**src/inc/tif_pkg.sv**
```systemverilog
// Constants and types for the timer and event flag block
package tif_pkg;
  // Clock figures; the timer base is the crystal halved
  localparam int unsigned TIF_SYS_HZ     = 100_000_000;  // Fabric clock
  localparam int unsigned TIF_XTAL_HZ    = 27_120_000;   // Crystal
  localparam int unsigned TIF_TIMER_HZ   = TIF_XTAL_HZ / 2;  // 13.56 MHz timer base
  localparam int unsigned TIF_TICK_GRAIN = 40_000;       // Common divisor of both rates
  localparam logic [11:0] TIF_TICK_STEP  = 12'(TIF_TIMER_HZ / TIF_TICK_GRAIN);
  localparam logic [11:0] TIF_TICK_MOD   = 12'(TIF_SYS_HZ / TIF_TICK_GRAIN);

  // Register byte offsets
  localparam logic [7:0] TIF_OFS_ENABLES  = 8'h00;  // common_event_enables
  localparam logic [7:0] TIF_OFS_COMFLAGS = 8'h04;  // common_event_flags
  localparam logic [7:0] TIF_OFS_MSCFLAGS = 8'h08;  // misc_event_flags
  localparam logic [7:0] TIF_OFS_STATUS   = 8'h0C;  // primary_status_register
  localparam logic [7:0] TIF_OFS_CONTROL  = 8'h10;  // misc_control_register
  localparam logic [7:0] TIF_OFS_TMODE    = 8'h14;  // timer_mode_register
  localparam logic [7:0] TIF_OFS_PRESLO   = 8'h18;  // prescale_low_register
  localparam logic [7:0] TIF_OFS_RELOAD   = 8'h1C;  // counter_reload_register
  localparam logic [7:0] TIF_OFS_COUNT    = 8'h20;  // counter_value_register
  localparam logic [7:0] TIF_OFS_WATER    = 8'h24;  // fifo_watermark_field

  // Bit positions in the flag and enable registers
  localparam int TIF_B_TIMER = 0;
  localparam int TIF_B_ERR   = 1;
  localparam int TIF_B_LO    = 2;
  localparam int TIF_B_HI    = 3;
  localparam int TIF_B_IDLE  = 4;
  localparam int TIF_B_RX    = 5;
  localparam int TIF_B_TX    = 6;
  localparam int TIF_B_SET   = 7;  // Flag write: 1 sets marked bits, 0 clears
  localparam int TIF_B_CRCEN = 7;  // Enable register: crc_done_flag enable
  localparam int TIF_B_CRC   = 2;  // misc_event_flags position
  // Status bits
  localparam int TIF_S_LO    = 0;
  localparam int TIF_S_HI    = 1;
  localparam int TIF_S_RUN   = 3;
  localparam int TIF_S_PEND  = 4;
  localparam int TIF_S_CRCOK = 5;
  // Control and mode bits
  localparam int TIF_C_HALT   = 6;
  localparam int TIF_C_LAUNCH = 7;
  localparam int TIF_M_PERIOD = 4;
  localparam int TIF_M_AUTO   = 7;

  // Reset values and misc
  localparam logic [7:0]  TIF_RST_BYTE   = 8'h00;
  localparam logic [15:0] TIF_RST_WORD   = 16'h0000;
  localparam logic [5:0]  TIF_RST_WATER  = 6'h08;
  localparam logic [6:0]  TIF_FIFO_DEPTH = 7'h40;   // 64 byte FIFO
  localparam logic [3:0]  TIF_CMD_IDLE   = 4'h0;
  localparam logic [15:0] TIF_CNT_ONE    = 16'h0001;

  // Timer control states
  typedef enum logic {TIF_T_IDLE, TIF_T_RUN} tif_tstate_type;
endpackage

```
**src/rtl/tif_timer_irq.sv**
```systemverilog
// Event flag collection, interrupt pin and two stage timer behind Wishbone
`timescale 1ns/100ps
`default_nettype none

// Function
// - Report events by pending bit and pin
// - Timer flag sets on count 1 to 0
// - Transmit flag sets at end-of-frame start
// - CRC flag sets when CRC completes
// - Receive flag sets at stream end
// - Idle flag sets when command returns idle
// - Near-full flag sets on status rise
// - Near-empty flag sets on status rise
// - Error flag sets while any error bit
// - Timer expiry influences no other operation
// - Timer runs at 13.56 MHz rate
// - Prescaler reload from nibble plus byte
// - Counter reload is 16-bit register
// - Counter value readable any time
// - Zero reach sets timer flag, irq-able
// - Host may set or clear timer flag
// - At zero halt or reload by mode
// - Running status bit shows counting
// - Host launch and halt bits act
// - Auto bit lets protocol events launch
// - Delay is (2P+1) times (R+1)
// - Watermark rise drives pin when enabled
// - Near-full when 64 minus level within watermark
// - Near-empty when level within watermark
module tif_timer_irq (
  input  wire logic        clk_i,                // 100 MHz system clock
  input  wire logic        rst_i,                // Synchronous reset, high
  input  wire logic        wb_cyc_i,             // Wishbone cycle
  input  wire logic        wb_stb_i,             // Wishbone strobe
  input  wire logic        wb_we_i,              // Write enable
  input  wire logic [7:0]  wb_adr_i,             // Byte address
  input  wire logic [3:0]  wb_sel_i,             // Byte lanes
  input  wire logic [31:0] wb_dat_i,             // Write data
  output logic      [31:0] wb_dat_o,             // Read data
  output logic             wb_ack_o,             // Acknowledge
  input  wire logic        tx_frame_end_i,       // Transmitter entered end-of-frame
  input  wire logic        rx_stream_end_i,      // Receiver saw stream end
  input  wire logic        crc_complete_i,       // crc_complete_status level
  input  wire logic [3:0]  command_code_i,       // command_register code field
  input  wire logic [6:0]  fifo_level_i,         // Bytes stored in FIFO
  input  wire logic [7:0]  error_status_i,       // error_status_register bits
  input  wire logic        auto_launch_event_i,  // Protocol event that may launch
  output logic             irq_o,                // Interrupt request, high
  output logic             timer_active_o        // timer_active_status
);
  import tif_pkg::*;

  // Bus decode
  logic        req;        // New access this cycle
  logic        wr;         // Write strobe, lane 0
  logic        wr_hi;      // Write strobe, lane 1
  logic [7:0]  wdat;       // Lane 0 data
  assign req   = wb_cyc_i && wb_stb_i && !wb_ack_o;
  assign wr    = req && wb_we_i && wb_sel_i[0];
  assign wr_hi = req && wb_we_i && wb_sel_i[1];
  assign wdat  = wb_dat_i[7:0];

  // Software registers
  logic [7:0]  common_event_enables_reg;   // Flag enables
  logic [6:0]  common_event_flags_reg;     // Sticky flags
  logic        crc_done_flag_reg;          // misc_event_flags bit
  logic        auto_launch_bit_reg;        // Auto start
  logic        periodic_reg;               // Reload at zero
  logic [3:0]  prescale_upper_nibble_reg;  // Prescaler high
  logic [7:0]  prescale_lower_byte_reg;    // Prescaler low
  logic [15:0] counter_reload_value_reg;   // Counter reload
  logic [5:0]  fifo_watermark_field_reg;   // FIFO watermark

  // Timer state
  tif_tstate_type tstate_reg;              // Idle or counting
  logic [11:0] tick_acc_reg;               // Fractional rate accumulator
  logic        tick_reg;                   // 13.56 MHz rate strobe
  logic [12:0] presc_cnt_reg;              // Prescaler stage
  logic [15:0] counter_reg;                // Counter stage
  logic [12:0] presc_full;                 // Twice prescale value
  logic        presc_exp;                  // Prescaler stage expires
  logic        launch;                     // Start request
  logic        halt;                       // Stop request
  logic        timer_hit;                  // Counter goes 1 to 0
  logic        fresh_reg;                  // First period after launch

  // Event detection
  logic        hi_stat;                    // fifo_near_full_status
  logic        lo_stat;                    // fifo_near_empty_status
  logic        hi_stat_d_reg;              // Previous near-full
  logic        lo_stat_d_reg;              // Previous near-empty
  logic        crc_d_reg;                  // Previous CRC complete
  logic [3:0]  cmd_d_reg;                  // Previous command code
  logic [6:0]  set_ev;                     // Hardware set pulses
  logic        pending;                    // Any enabled flag

  // Watermark comparisons; 7-bit math keeps 64 minus level exact
  assign hi_stat = (TIF_FIFO_DEPTH - fifo_level_i) <= {1'b0, fifo_watermark_field_reg};
  assign lo_stat = fifo_level_i <= {1'b0, fifo_watermark_field_reg};

  // Edge history for level sources
  always_ff @(posedge clk_i) begin
    if (rst_i) begin
      hi_stat_d_reg <= 1'b0;
      lo_stat_d_reg <= 1'b0;
      crc_d_reg     <= 1'b0;
      cmd_d_reg     <= TIF_CMD_IDLE;
    end else begin
      hi_stat_d_reg <= hi_stat;
      lo_stat_d_reg <= lo_stat;
      crc_d_reg     <= crc_complete_i;
      cmd_d_reg     <= command_code_i;
    end
  end

  // Hardware set conditions, one per flag position
  always_comb begin
    set_ev              = 7'h00;
    set_ev[TIF_B_TIMER] = timer_hit;
    set_ev[TIF_B_ERR]   = |error_status_i;
    set_ev[TIF_B_LO]    = lo_stat && !lo_stat_d_reg;
    set_ev[TIF_B_HI]    = hi_stat && !hi_stat_d_reg;
    set_ev[TIF_B_IDLE]  = (command_code_i == TIF_CMD_IDLE) && (cmd_d_reg != TIF_CMD_IDLE);
    set_ev[TIF_B_RX]    = rx_stream_end_i;
    set_ev[TIF_B_TX]    = tx_frame_end_i;
  end

  // Common flags: host sets or clears marked bits, hardware set wins
  always_ff @(posedge clk_i) begin
    if (rst_i) begin
      common_event_flags_reg <= 7'h00;
    end else if (wr && wb_adr_i == TIF_OFS_COMFLAGS && wdat[TIF_B_SET]) begin
      common_event_flags_reg <= common_event_flags_reg | wdat[6:0] | set_ev;
    end else if (wr && wb_adr_i == TIF_OFS_COMFLAGS) begin
      common_event_flags_reg <= (common_event_flags_reg & ~wdat[6:0]) | set_ev;
    end else begin
      common_event_flags_reg <= common_event_flags_reg | set_ev;
    end
  end

  // CRC flag, same set and clear scheme
  always_ff @(posedge clk_i) begin
    if (rst_i) begin
      crc_done_flag_reg <= 1'b0;
    end else if (crc_complete_i && !crc_d_reg) begin
      crc_done_flag_reg <= 1'b1;
    end else if (wr && wb_adr_i == TIF_OFS_MSCFLAGS && wdat[TIF_B_CRC]) begin
      crc_done_flag_reg <= wdat[TIF_B_SET];
    end
  end

  // Configuration registers written by software
  always_ff @(posedge clk_i) begin
    if (rst_i) begin
      common_event_enables_reg  <= TIF_RST_BYTE;
      auto_launch_bit_reg       <= 1'b0;
      periodic_reg              <= 1'b0;
      prescale_upper_nibble_reg <= 4'h0;
      prescale_lower_byte_reg   <= TIF_RST_BYTE;
      counter_reload_value_reg  <= TIF_RST_WORD;
      fifo_watermark_field_reg  <= TIF_RST_WATER;
    end else begin
      if (wr && wb_adr_i == TIF_OFS_ENABLES) begin
        common_event_enables_reg <= wdat;
      end
      if (wr && wb_adr_i == TIF_OFS_TMODE) begin
        auto_launch_bit_reg       <= wdat[TIF_M_AUTO];
        periodic_reg              <= wdat[TIF_M_PERIOD];
        prescale_upper_nibble_reg <= wdat[3:0];
      end
      if (wr && wb_adr_i == TIF_OFS_PRESLO) begin
        prescale_lower_byte_reg <= wdat;
      end
      if (wr && wb_adr_i == TIF_OFS_RELOAD) begin
        counter_reload_value_reg[7:0] <= wdat;
      end
      if (wr_hi && wb_adr_i == TIF_OFS_RELOAD) begin
        counter_reload_value_reg[15:8] <= wb_dat_i[15:8];
      end
      if (wr && wb_adr_i == TIF_OFS_WATER) begin
        fifo_watermark_field_reg <= wdat[5:0];
      end
    end
  end

  // Rate strobe: average of 13.56 MHz ticks from 100 MHz, no second domain
  // One cycle of tick jitter buys a single clock domain
  always_ff @(posedge clk_i) begin
    if (rst_i) begin
      tick_acc_reg <= 12'h000;
      tick_reg     <= 1'b0;
    end else if (tick_acc_reg + TIF_TICK_STEP >= TIF_TICK_MOD) begin
      tick_acc_reg <= tick_acc_reg + TIF_TICK_STEP - TIF_TICK_MOD;
      tick_reg     <= 1'b1;
    end else begin
      tick_acc_reg <= tick_acc_reg + TIF_TICK_STEP;
      tick_reg     <= 1'b0;
    end
  end

  // Prescaler lasts 2P+1 ticks, so stages multiply as documented
  assign presc_full = {prescale_upper_nibble_reg, prescale_lower_byte_reg, 1'b0};
  assign presc_exp  = (tstate_reg == TIF_T_RUN) && tick_reg && (presc_cnt_reg == 13'h0000);
  assign launch     = (wr && wb_adr_i == TIF_OFS_CONTROL && wdat[TIF_C_LAUNCH])
                   || (auto_launch_bit_reg && auto_launch_event_i);
  assign halt       = wr && wb_adr_i == TIF_OFS_CONTROL && wdat[TIF_C_HALT];
  assign timer_hit  = presc_exp && !fresh_reg && (counter_reg == TIF_CNT_ONE);

  // Timer control; a halt outranks a launch in the same write.
  // Expiry only raises the flag, nothing else in the device watches it.
  always_ff @(posedge clk_i) begin
    if (rst_i) begin
      tstate_reg    <= TIF_T_IDLE;
      presc_cnt_reg <= 13'h0000;
      counter_reg   <= TIF_RST_WORD;
      fresh_reg     <= 1'b0;
    end else if (halt) begin
      tstate_reg <= TIF_T_IDLE;
    end else if (launch) begin
      tstate_reg    <= TIF_T_RUN;
      presc_cnt_reg <= presc_full;
      counter_reg   <= counter_reload_value_reg;
      fresh_reg     <= 1'b1;
    end else begin
      case (tstate_reg)
        TIF_T_IDLE: begin
          tstate_reg <= TIF_T_IDLE;  // Hold value for reading
        end
        TIF_T_RUN: begin
          if (presc_exp && fresh_reg) begin
            // Opening period only rearms: flag after R+1 periods
            presc_cnt_reg <= presc_full;
            fresh_reg     <= 1'b0;
          end else if (presc_exp && counter_reg == TIF_RST_WORD) begin
            // Zero reached earlier: reload or stop by mode
            presc_cnt_reg <= presc_full;
            if (periodic_reg) begin
              counter_reg <= counter_reload_value_reg;
            end else begin
              tstate_reg <= TIF_T_IDLE;
            end
          end else if (presc_exp) begin
            presc_cnt_reg <= presc_full;
            counter_reg   <= counter_reg - TIF_CNT_ONE;
          end else if (tick_reg) begin
            presc_cnt_reg <= presc_cnt_reg - 13'h0001;
          end
        end
        default: begin
          tstate_reg <= TIF_T_IDLE;
        end
      endcase
    end
  end

  // Pending summary and registered pin
  assign pending = |({crc_done_flag_reg, common_event_flags_reg} & common_event_enables_reg);
  always_ff @(posedge clk_i) begin
    if (rst_i) begin
      irq_o          <= 1'b0;
      timer_active_o <= 1'b0;
    end else begin
      irq_o          <= pending;
      timer_active_o <= (tstate_reg == TIF_T_RUN);
    end
  end

  // Wishbone answer: ack one cycle after request, dropped next cycle
  always_ff @(posedge clk_i) begin
    if (rst_i) begin
      wb_ack_o <= 1'b0;
      wb_dat_o <= 32'h0000_0000;
    end else begin
      wb_ack_o <= req;
      wb_dat_o <= 32'h0000_0000;
      if (req && !wb_we_i) begin
        case (wb_adr_i)
          TIF_OFS_ENABLES:  wb_dat_o[7:0] <= common_event_enables_reg;
          TIF_OFS_COMFLAGS: wb_dat_o[6:0] <= common_event_flags_reg;
          TIF_OFS_MSCFLAGS: wb_dat_o[TIF_B_CRC] <= crc_done_flag_reg;
          TIF_OFS_STATUS: begin
            wb_dat_o[TIF_S_LO]    <= lo_stat;
            wb_dat_o[TIF_S_HI]    <= hi_stat;
            wb_dat_o[TIF_S_RUN]   <= (tstate_reg == TIF_T_RUN);
            wb_dat_o[TIF_S_PEND]  <= pending;
            wb_dat_o[TIF_S_CRCOK] <= crc_complete_i;
          end
          TIF_OFS_TMODE: begin
            wb_dat_o[TIF_M_AUTO]   <= auto_launch_bit_reg;
            wb_dat_o[TIF_M_PERIOD] <= periodic_reg;
            wb_dat_o[3:0]          <= prescale_upper_nibble_reg;
          end
          TIF_OFS_PRESLO:   wb_dat_o[7:0]  <= prescale_lower_byte_reg;
          TIF_OFS_RELOAD:   wb_dat_o[15:0] <= counter_reload_value_reg;
          TIF_OFS_COUNT:    wb_dat_o[15:0] <= counter_reg;
          TIF_OFS_WATER:    wb_dat_o[5:0]  <= fifo_watermark_field_reg;
          default:          wb_dat_o <= 32'h0000_0000;  // Control and unmapped read zero
        endcase
      end
    end
  end
endmodule

`default_nettype wire

```
**config.mk**
```make
export PLATFORM = sky130hd
export DESIGN_NAME = tif_timer_irq
export DESIGN_NICKNAME = d
export VERILOG_FILES = /design/src/inc/tif_pkg.sv /design/src/rtl/tif_timer_irq.sv
export SDC_FILE = /design/constraint.sdc
export NUM_CORES = 1
export LEC_CHECK = 0
export BUFFER_PORTS_ARGS = -buffer_cell sky130_fd_sc_hd__buf_2
export CORE_MARGIN = 5
export CORE_UTILIZATION = 25
export CTS_BUF_LIST = sky130_fd_sc_hd__clkbuf_8
export DETAILED_ROUTE_END_ITERATION = 6
export GPL_TIMING_DRIVEN = 0
export PLACE_DENSITY = 0.47
export SETUP_SLACK_MARGIN = 0.1
export SLEW_MARGIN = 20
export SYNTH_ARGS = -nofsm -noshare
export SYNTH_HDL_FRONTEND = slang
export SYNTH_SLANG_ARGS = --single-unit
export TNS_END_PERCENT = 10
```
**constraint.sdc**
```tcl
create_clock -name clk_i -period 3.35 [get_ports clk_i]
set_input_delay 0.1675 -clock clk_i [delete_from_list [all_inputs] [get_ports clk_i]]
set_output_delay 0.1675 -clock clk_i [all_outputs]
set_load 0.05 [all_outputs]
```
# Yosys cells after proc, flatten, opt, wreduce, memory -nomap -nowiden
# Cells that the tools add are included.
[classes]
eq_ne = 12
reduce_logical = 54
n_lt_le_gt_ge = 3
mux = 33
n_bitwise = 10
add_sub_neg = 5
[ops]
columns = ["op", "n"]
rows = [
  ["$mux W16", 6],
  ["$mux W13", 6],
  ["$eq A8 B5 Y1 const B", 4],
  ["$pmux W2 S8", 2],
  ["$logic_and A1 B1 Y1", 30],
  ["$or A7 B7 Y7", 4],
  ["$eq A16 B1 Y1 const B", 1],
  ["$eq A8 B4 Y1 const B", 2],
  ["$eq A8 B6 Y1 const B", 2],
  ["$logic_not A16 Y1", 1],
  ["$pmux W8 S2", 1],
  ["$reduce_or A8 Y1", 2],
  ["$sub A16 B1 Y16 const B", 1],
  ["$le A7 B6 Y1", 2],
  ["$mux W7", 2],
  ["$logic_not A13 Y1", 1],
  ["$sub A13 B1 Y13 const B", 1],
  ["$add A12 B9 Y12 const B", 1],
  ["$ge A12 B12 Y1 const B", 1],
  ["$mux W12", 1],
  ["$sub A12 B12 Y12 const B", 1],
  ["$mux W1", 10],
  ["$pmux W1 S5", 2],
  ["$and A8 B8 Y8", 1],
  ["21 further kinds", 32],
]
[totals]
word_cells = 142
regBits = 138
out_inout_bits = 35

# Longest topological paths before layout
[logic_depth]
ltp_word = 9
mapped_depth = 10
depth_no_buf = 10

# Least setup slack after synthesis
# No wires, ideal clock.
[synth_path]
kind = "flip-flop to flip-flop"
start = "register tick_acc_reg[0]"
end = "register tick_acc_reg[4]"
path_slack_ps = 1011
stages_incl_launch_ff = 10
setup_time_ps = 70
t_arrival_ps = 2269
synth_period_minus_slack_ps = 2339
path_cell_list = "dfxtp_1 > inv_1 > ha_1 > and3b_1 > or4_1 > a211o_1 > a32o_1 > buf_2 > a31o_1 > a21oi_1"
[synth_via]
elab_chain_cells = 3
word_cells_on_any_way = 4
classes_between = "add/sub: 2; order compare: 1; mux: 1"
[synth_lines]
columns = ["item", "line", "rtl"]
rows = [
  ["start, declared", "tif_timer_irq.sv:76", "logic [11:0] tick_acc_reg;"],
  ["start signal, assigned", "tif_timer_irq.sv:193", "tick_acc_reg <= tick_acc_reg + TIF_TICK_STEP - TIF_TICK_MOD;"],
  ["start signal, assigned", "tif_timer_irq.sv:196", "tick_acc_reg <= tick_acc_reg + TIF_TICK_STEP;"],
  ["$add A12 B9 Y12 (*)", "tif_timer_irq.sv:192, tif_timer_irq.sv:193, tif_timer_irq.sv:196", ""],
  ["$sub A12 B12 Y12 or $ge A12 B12 Y1 (tied branches)", "tif_timer_irq.sv:193, tif_timer_irq.sv:192", ""],
  ["$mux W12 (*)", "tif_timer_irq.sv:192", "end else if (tick_acc_reg + TIF_TICK_STEP >= TIF_TICK_MOD) begin"],
]
# Mark *: on every way between the ends. The rest lies on a longest branch, timed or not.
# A chain may end at the register's enable or synchronous reset.

# Final worst setup path
[layout_path]
start = "register wb_ack_o"
end = "register common_event_flags_reg[1]"
[layout_via]
elab_chain_cells = 7
word_cells_on_any_way = 8
classes_between = "mux: 2; reduce/logical: 6"
[layout_lines]
columns = ["item", "line", "rtl"]
rows = [
  ["start, declared", "tif_timer_irq.sv:40", "output logic wb_ack_o,"],
  ["start signal, assigned", "tif_timer_irq.sv:274", "wb_ack_o <= req;"],
  ["$logic_not A1 Y1 (*)", "tif_timer_irq.sv:58", "assign req = wb_cyc_i && wb_stb_i && !wb_ack_o;"],
  ["$logic_and A1 B1 Y1 (*)", "tif_timer_irq.sv:58", ""],
  ["$logic_and A1 B1 Y1 (*) (2 in a row)", "tif_timer_irq.sv:59", "assign wr = req && wb_we_i && wb_sel_i[0];"],
  ["$logic_and A1 B1 Y1 (*)", "tif_timer_irq.sv:132, tif_timer_irq.sv:134", ""],
  ["$mux W7 or $logic_and A1 B1 Y1 (tied branches)", "tif_timer_irq.sv:134, tif_timer_irq.sv:132", ""],
  ["$mux W7 (*)", "tif_timer_irq.sv:132", "end else if (wr && wb_adr_i == TIF_OFS_COMFLAGS && wdat[TIF_B_SET]) begin"],
  ["end signal, assigned", "tif_timer_irq.sv:133", "common_event_flags_reg <= common_event_flags_reg | wdat[6:0] | set_ev;"],
  ["end signal, assigned", "tif_timer_irq.sv:135", "common_event_flags_reg <= (common_event_flags_reg & ~wdat[6:0]) | set_ev;"],
  ["end signal, assigned", "tif_timer_irq.sv:137", "common_event_flags_reg <= common_event_flags_reg | set_ev;"],
  ["end, declared", "tif_timer_irq.sv:65", "logic [6:0] common_event_flags_reg;"],
]
# Marked as above.

==> results list <==
- Sequential-to-total area share from yosys stat: 0.356
- Clock latency on the worst-skew pair: 0.46 ns
* Yosys warning total: 0
- After synthesis, the share of flip-flops with an asynchronous set or reset is 0.
- Average wire per standard cell: 18.4 um
- Die height: around 180 um
* Layout-stage area growth over the synthesis result: 22.1%
* Main area contributors after synthesis: dfxtp_1 (36%), a21oi_1 (6.3%), nand3_1 (5.1%)
* Total power: 3.57 mW
* Post-route DRC violation count: 0
* Part of the power in the clock network: 0.437
- Post-Route Setup TNS: 0 ns
* Maximum clock frequency: 0.345 GHz
- Power share of the combinational group: 0.135
- Unrepaired setup endpoints after global routing: no
- Crit Path Category: reg -> reg
* Dominant cell type by area after synthesis: dfxtp_1
- Number of clock buffers inserted by TritonCTS: 17
- Of the total power, the share spent switching nets is 0.276.
- The detailed router finished its first iteration with 456 violations.
- Data on the critical path is required at its endpoint by 3.69 ns.
- The tightest min-delay check is of the in -> reg type.
- Clock-pin slew was measured on the worst setup and hold paths at ~0.070 ns.
- Entering global routing, the biggest net connects 17 pins.
- Setup slack on the worst reg-to-reg path comes out at 0.45 ns.
- The wire-length estimate of the detail-placed layout is between 15000 and 20000 um.
- The clock drives between 100 and 150 sinks.
* Result of the run: complete, no violations
- The floorplan has 60 rows.
- Count of H-tree levels built during CTS: 4
* Global placement routability congestion: 0.913
* Final Hold Viols: 0
- For this configuration, the core starts out at a cell density of 0.255.
- The synthesized design contains between 100 and 150 register bits.
* Max-Cap Viols: 0
* Final antenna diode count: 0
* Tightest Pin Transition: around 1.0 ns
* Crit-path max FO: 10
- After global routing the overflow that remains totals 0.
* Shortest clock period the worst path allows after layout: 2.90 ns
* CTS tree: built
- IR Drop Worst-Case VDD: 0.163 mV
* Final setup violating endpoints: 0
* All-layer global routing usage: 0.157
* Power per unit of standard cell area: 426 nW/um2
- The die is 176 um wide.
- Relative slew margins: 0.320
- Clk_skew: approximately 0.012 ns
* Arr. time, crit path: 3.24 ns
* Crit share post-route: 0.865
- Prevailing post-synth register cell: dfxtp_1
* Gate Count Post-Synth: 842
- Vias: 6747
- Dividing the detail-routed via count by the number of cells gives 5.10.
- The routed design has 24300 um of wire.
- Of the cells placed in the final design, the portion with a size suffix greater than 1 is 0.155.
* Count of nets left with antenna violations after detail routing: 0
- In this run, distinct cell masters in the synthesized netlist total 79.
- The first detailed-routing pass took 5 iterations.
* Area inside the core boundary: 27000 um2
* Number of ports placed on the die boundary: approximately 110
- The via count of the first global-routing pass came to 6482.
- Avg Inst Size Synth: 8.15 um2
- Antenna violations before repair: 0
- Leakage power total: 3.36 nW
- Count of final max-slew check failures: 0
- After the last flow step, the layout net total stands at between 1000 and 1500.
- The share of total power dissipated in sequential elements is 0.428.
- In this run the deepest clock path goes through 2 buffers.
- Netlist area before placement: around 6900 um2
- Number of flops mapped to enable cells by yosys: 0
- By count the netlist is led by dfxtp_1 (122), a21oi_1 (87), nand2_1 (83).
- The most common cell in the synthesized netlist is dfxtp_1.
- Port-buffer cells: 71
* Critical path startpoint category: register
- For this design the total switching power over the nets is ~1 mW.
* Die area: about 31000 um2
* Total internal power: approximately 2.6 mW
* Type of element capturing the critical path: register
* Post-Route Hold Slack: 0.0696 ns
* Clock Tree Root: clkbuf_8
* Global-route wire length before repair: 37800 um
* Yosys top cell area share: 0.356
* CTS resizes: 0
[placed cells by master (no fill, tap or decap), types with 7 or more instances in the layout]
cell / n
o32ai_1: 19
dlygate4sd3_1: 21
nor4_1: 7
nand2_1: 83
nand4_1: 8
conb_1: 16
o211ai_1: 9
mux2i_1: 29
nand3_1: 70
a21boi_0: 9
a21oi_1: 87
ha_1: 21
or3_1: 8
dfxtp_1: 122
nor3_1: 19
clkbuf_1: 28
a31oi_1: 11
nor2b_1: 9
buf_2: 78
inv_1: 48
nor2_1: 62
clkbuf_8: 19
xnor2_1: 8
a22oi_1: 21
buf_4: 18
o21ai_0: 18
[layout make-up]
class                           instances  area (um2)
Sequential cell                       122        2440
Clock inverter                         13         199
Tap cell                              341         427
Inverter                               47         176
Buffer                                 57         305
Multi-Input combinational cell        631        4000
Fill cell                            2883       18600
Timing Repair Buffer                   92         566
Clock buffer                           19         262
[power groups by stage]
stage / combinational [mW] / clock, mW / sequential [mW]
global placement: 0.458 / 0 / 1.56
global route: 0.531 / 1.66 / 1.53
detailed placement: 0.460 / 0 / 1.56
CTS: 0.480 / 1.59 / 1.53
finish: 0.481 / 1.56 / 1.53
floorplan: 0.324 / 0 / 1.55
[logic make-up after synthesis]
family          Yosys count  synth area share
simple gates            319             0.243
compound gates          231             0.228
flops                   122             0.356
buf+inv                 104            0.0702
mux                      33            0.0494
fa+ha+maj                21            0.0383
xor+xnor                 11            0.0140
other cells               1          0.000547
[path summary, 6_finish.rpt]
kind,start,cells past startpoint,endpoint
hold / removal,wb_dat_i[3],3,prescale_lower_byte_reg[3]
setup reg to reg,wb_ack_o,9,common_event_flags_reg[1]
setup / recovery,wb_ack_o,9,common_event_flags_reg[1]
hold reg to reg,hi_stat_d_reg,1,common_event_flags_reg[3]
[worst max-delay path: stages (launching register included)]
cell and delay [ns]:
dfxtp_1 0.32, and4b_1 0.44, and2_1 0.17, clkbuf_1 0.37, and2_1 0.19, clkbuf_1 0.31
nand2_1 0.12, mux2i_1 0.17, a31oi_1 0.09, dlygate4sd3_1 0.59
[stage by stage]
stage / utilization / cell area (um2) / instances / setup WS (ns)
4_1_cts: 0.311 / 8380 / 1322 / 0.511
5_1_grt: 0.311 / 8380 / 1322 / 0.308
6_report: 0.311 / 8380 / 1322 / 0.452
2_1_floorplan: - / 6920 / 857 / 1.01
3_5_place_dp: 0.286 / 7700 / 1269 / 0.606
3_3_place_gp: 0.286 / 7700 / 1269 / 0.570
[what timing repair did]
action / CTS / global route
setup buffers: 0 / 0
hold endpoints to repair: 19 / 0
endpoints found under the setup margin: 0 / 0
hold buffers: 21 / 0
[per-layer routing]
metal	up-vias	wire [um]	track usage
met2	253	10300	0.231
met1	3143	11800	0.227
li1	3321	-	-
met3	30	1750	0.0368
met4	0	522	0.0491
met5	-	0	0
Note: power is estimated with default switching activity, not from simulation.
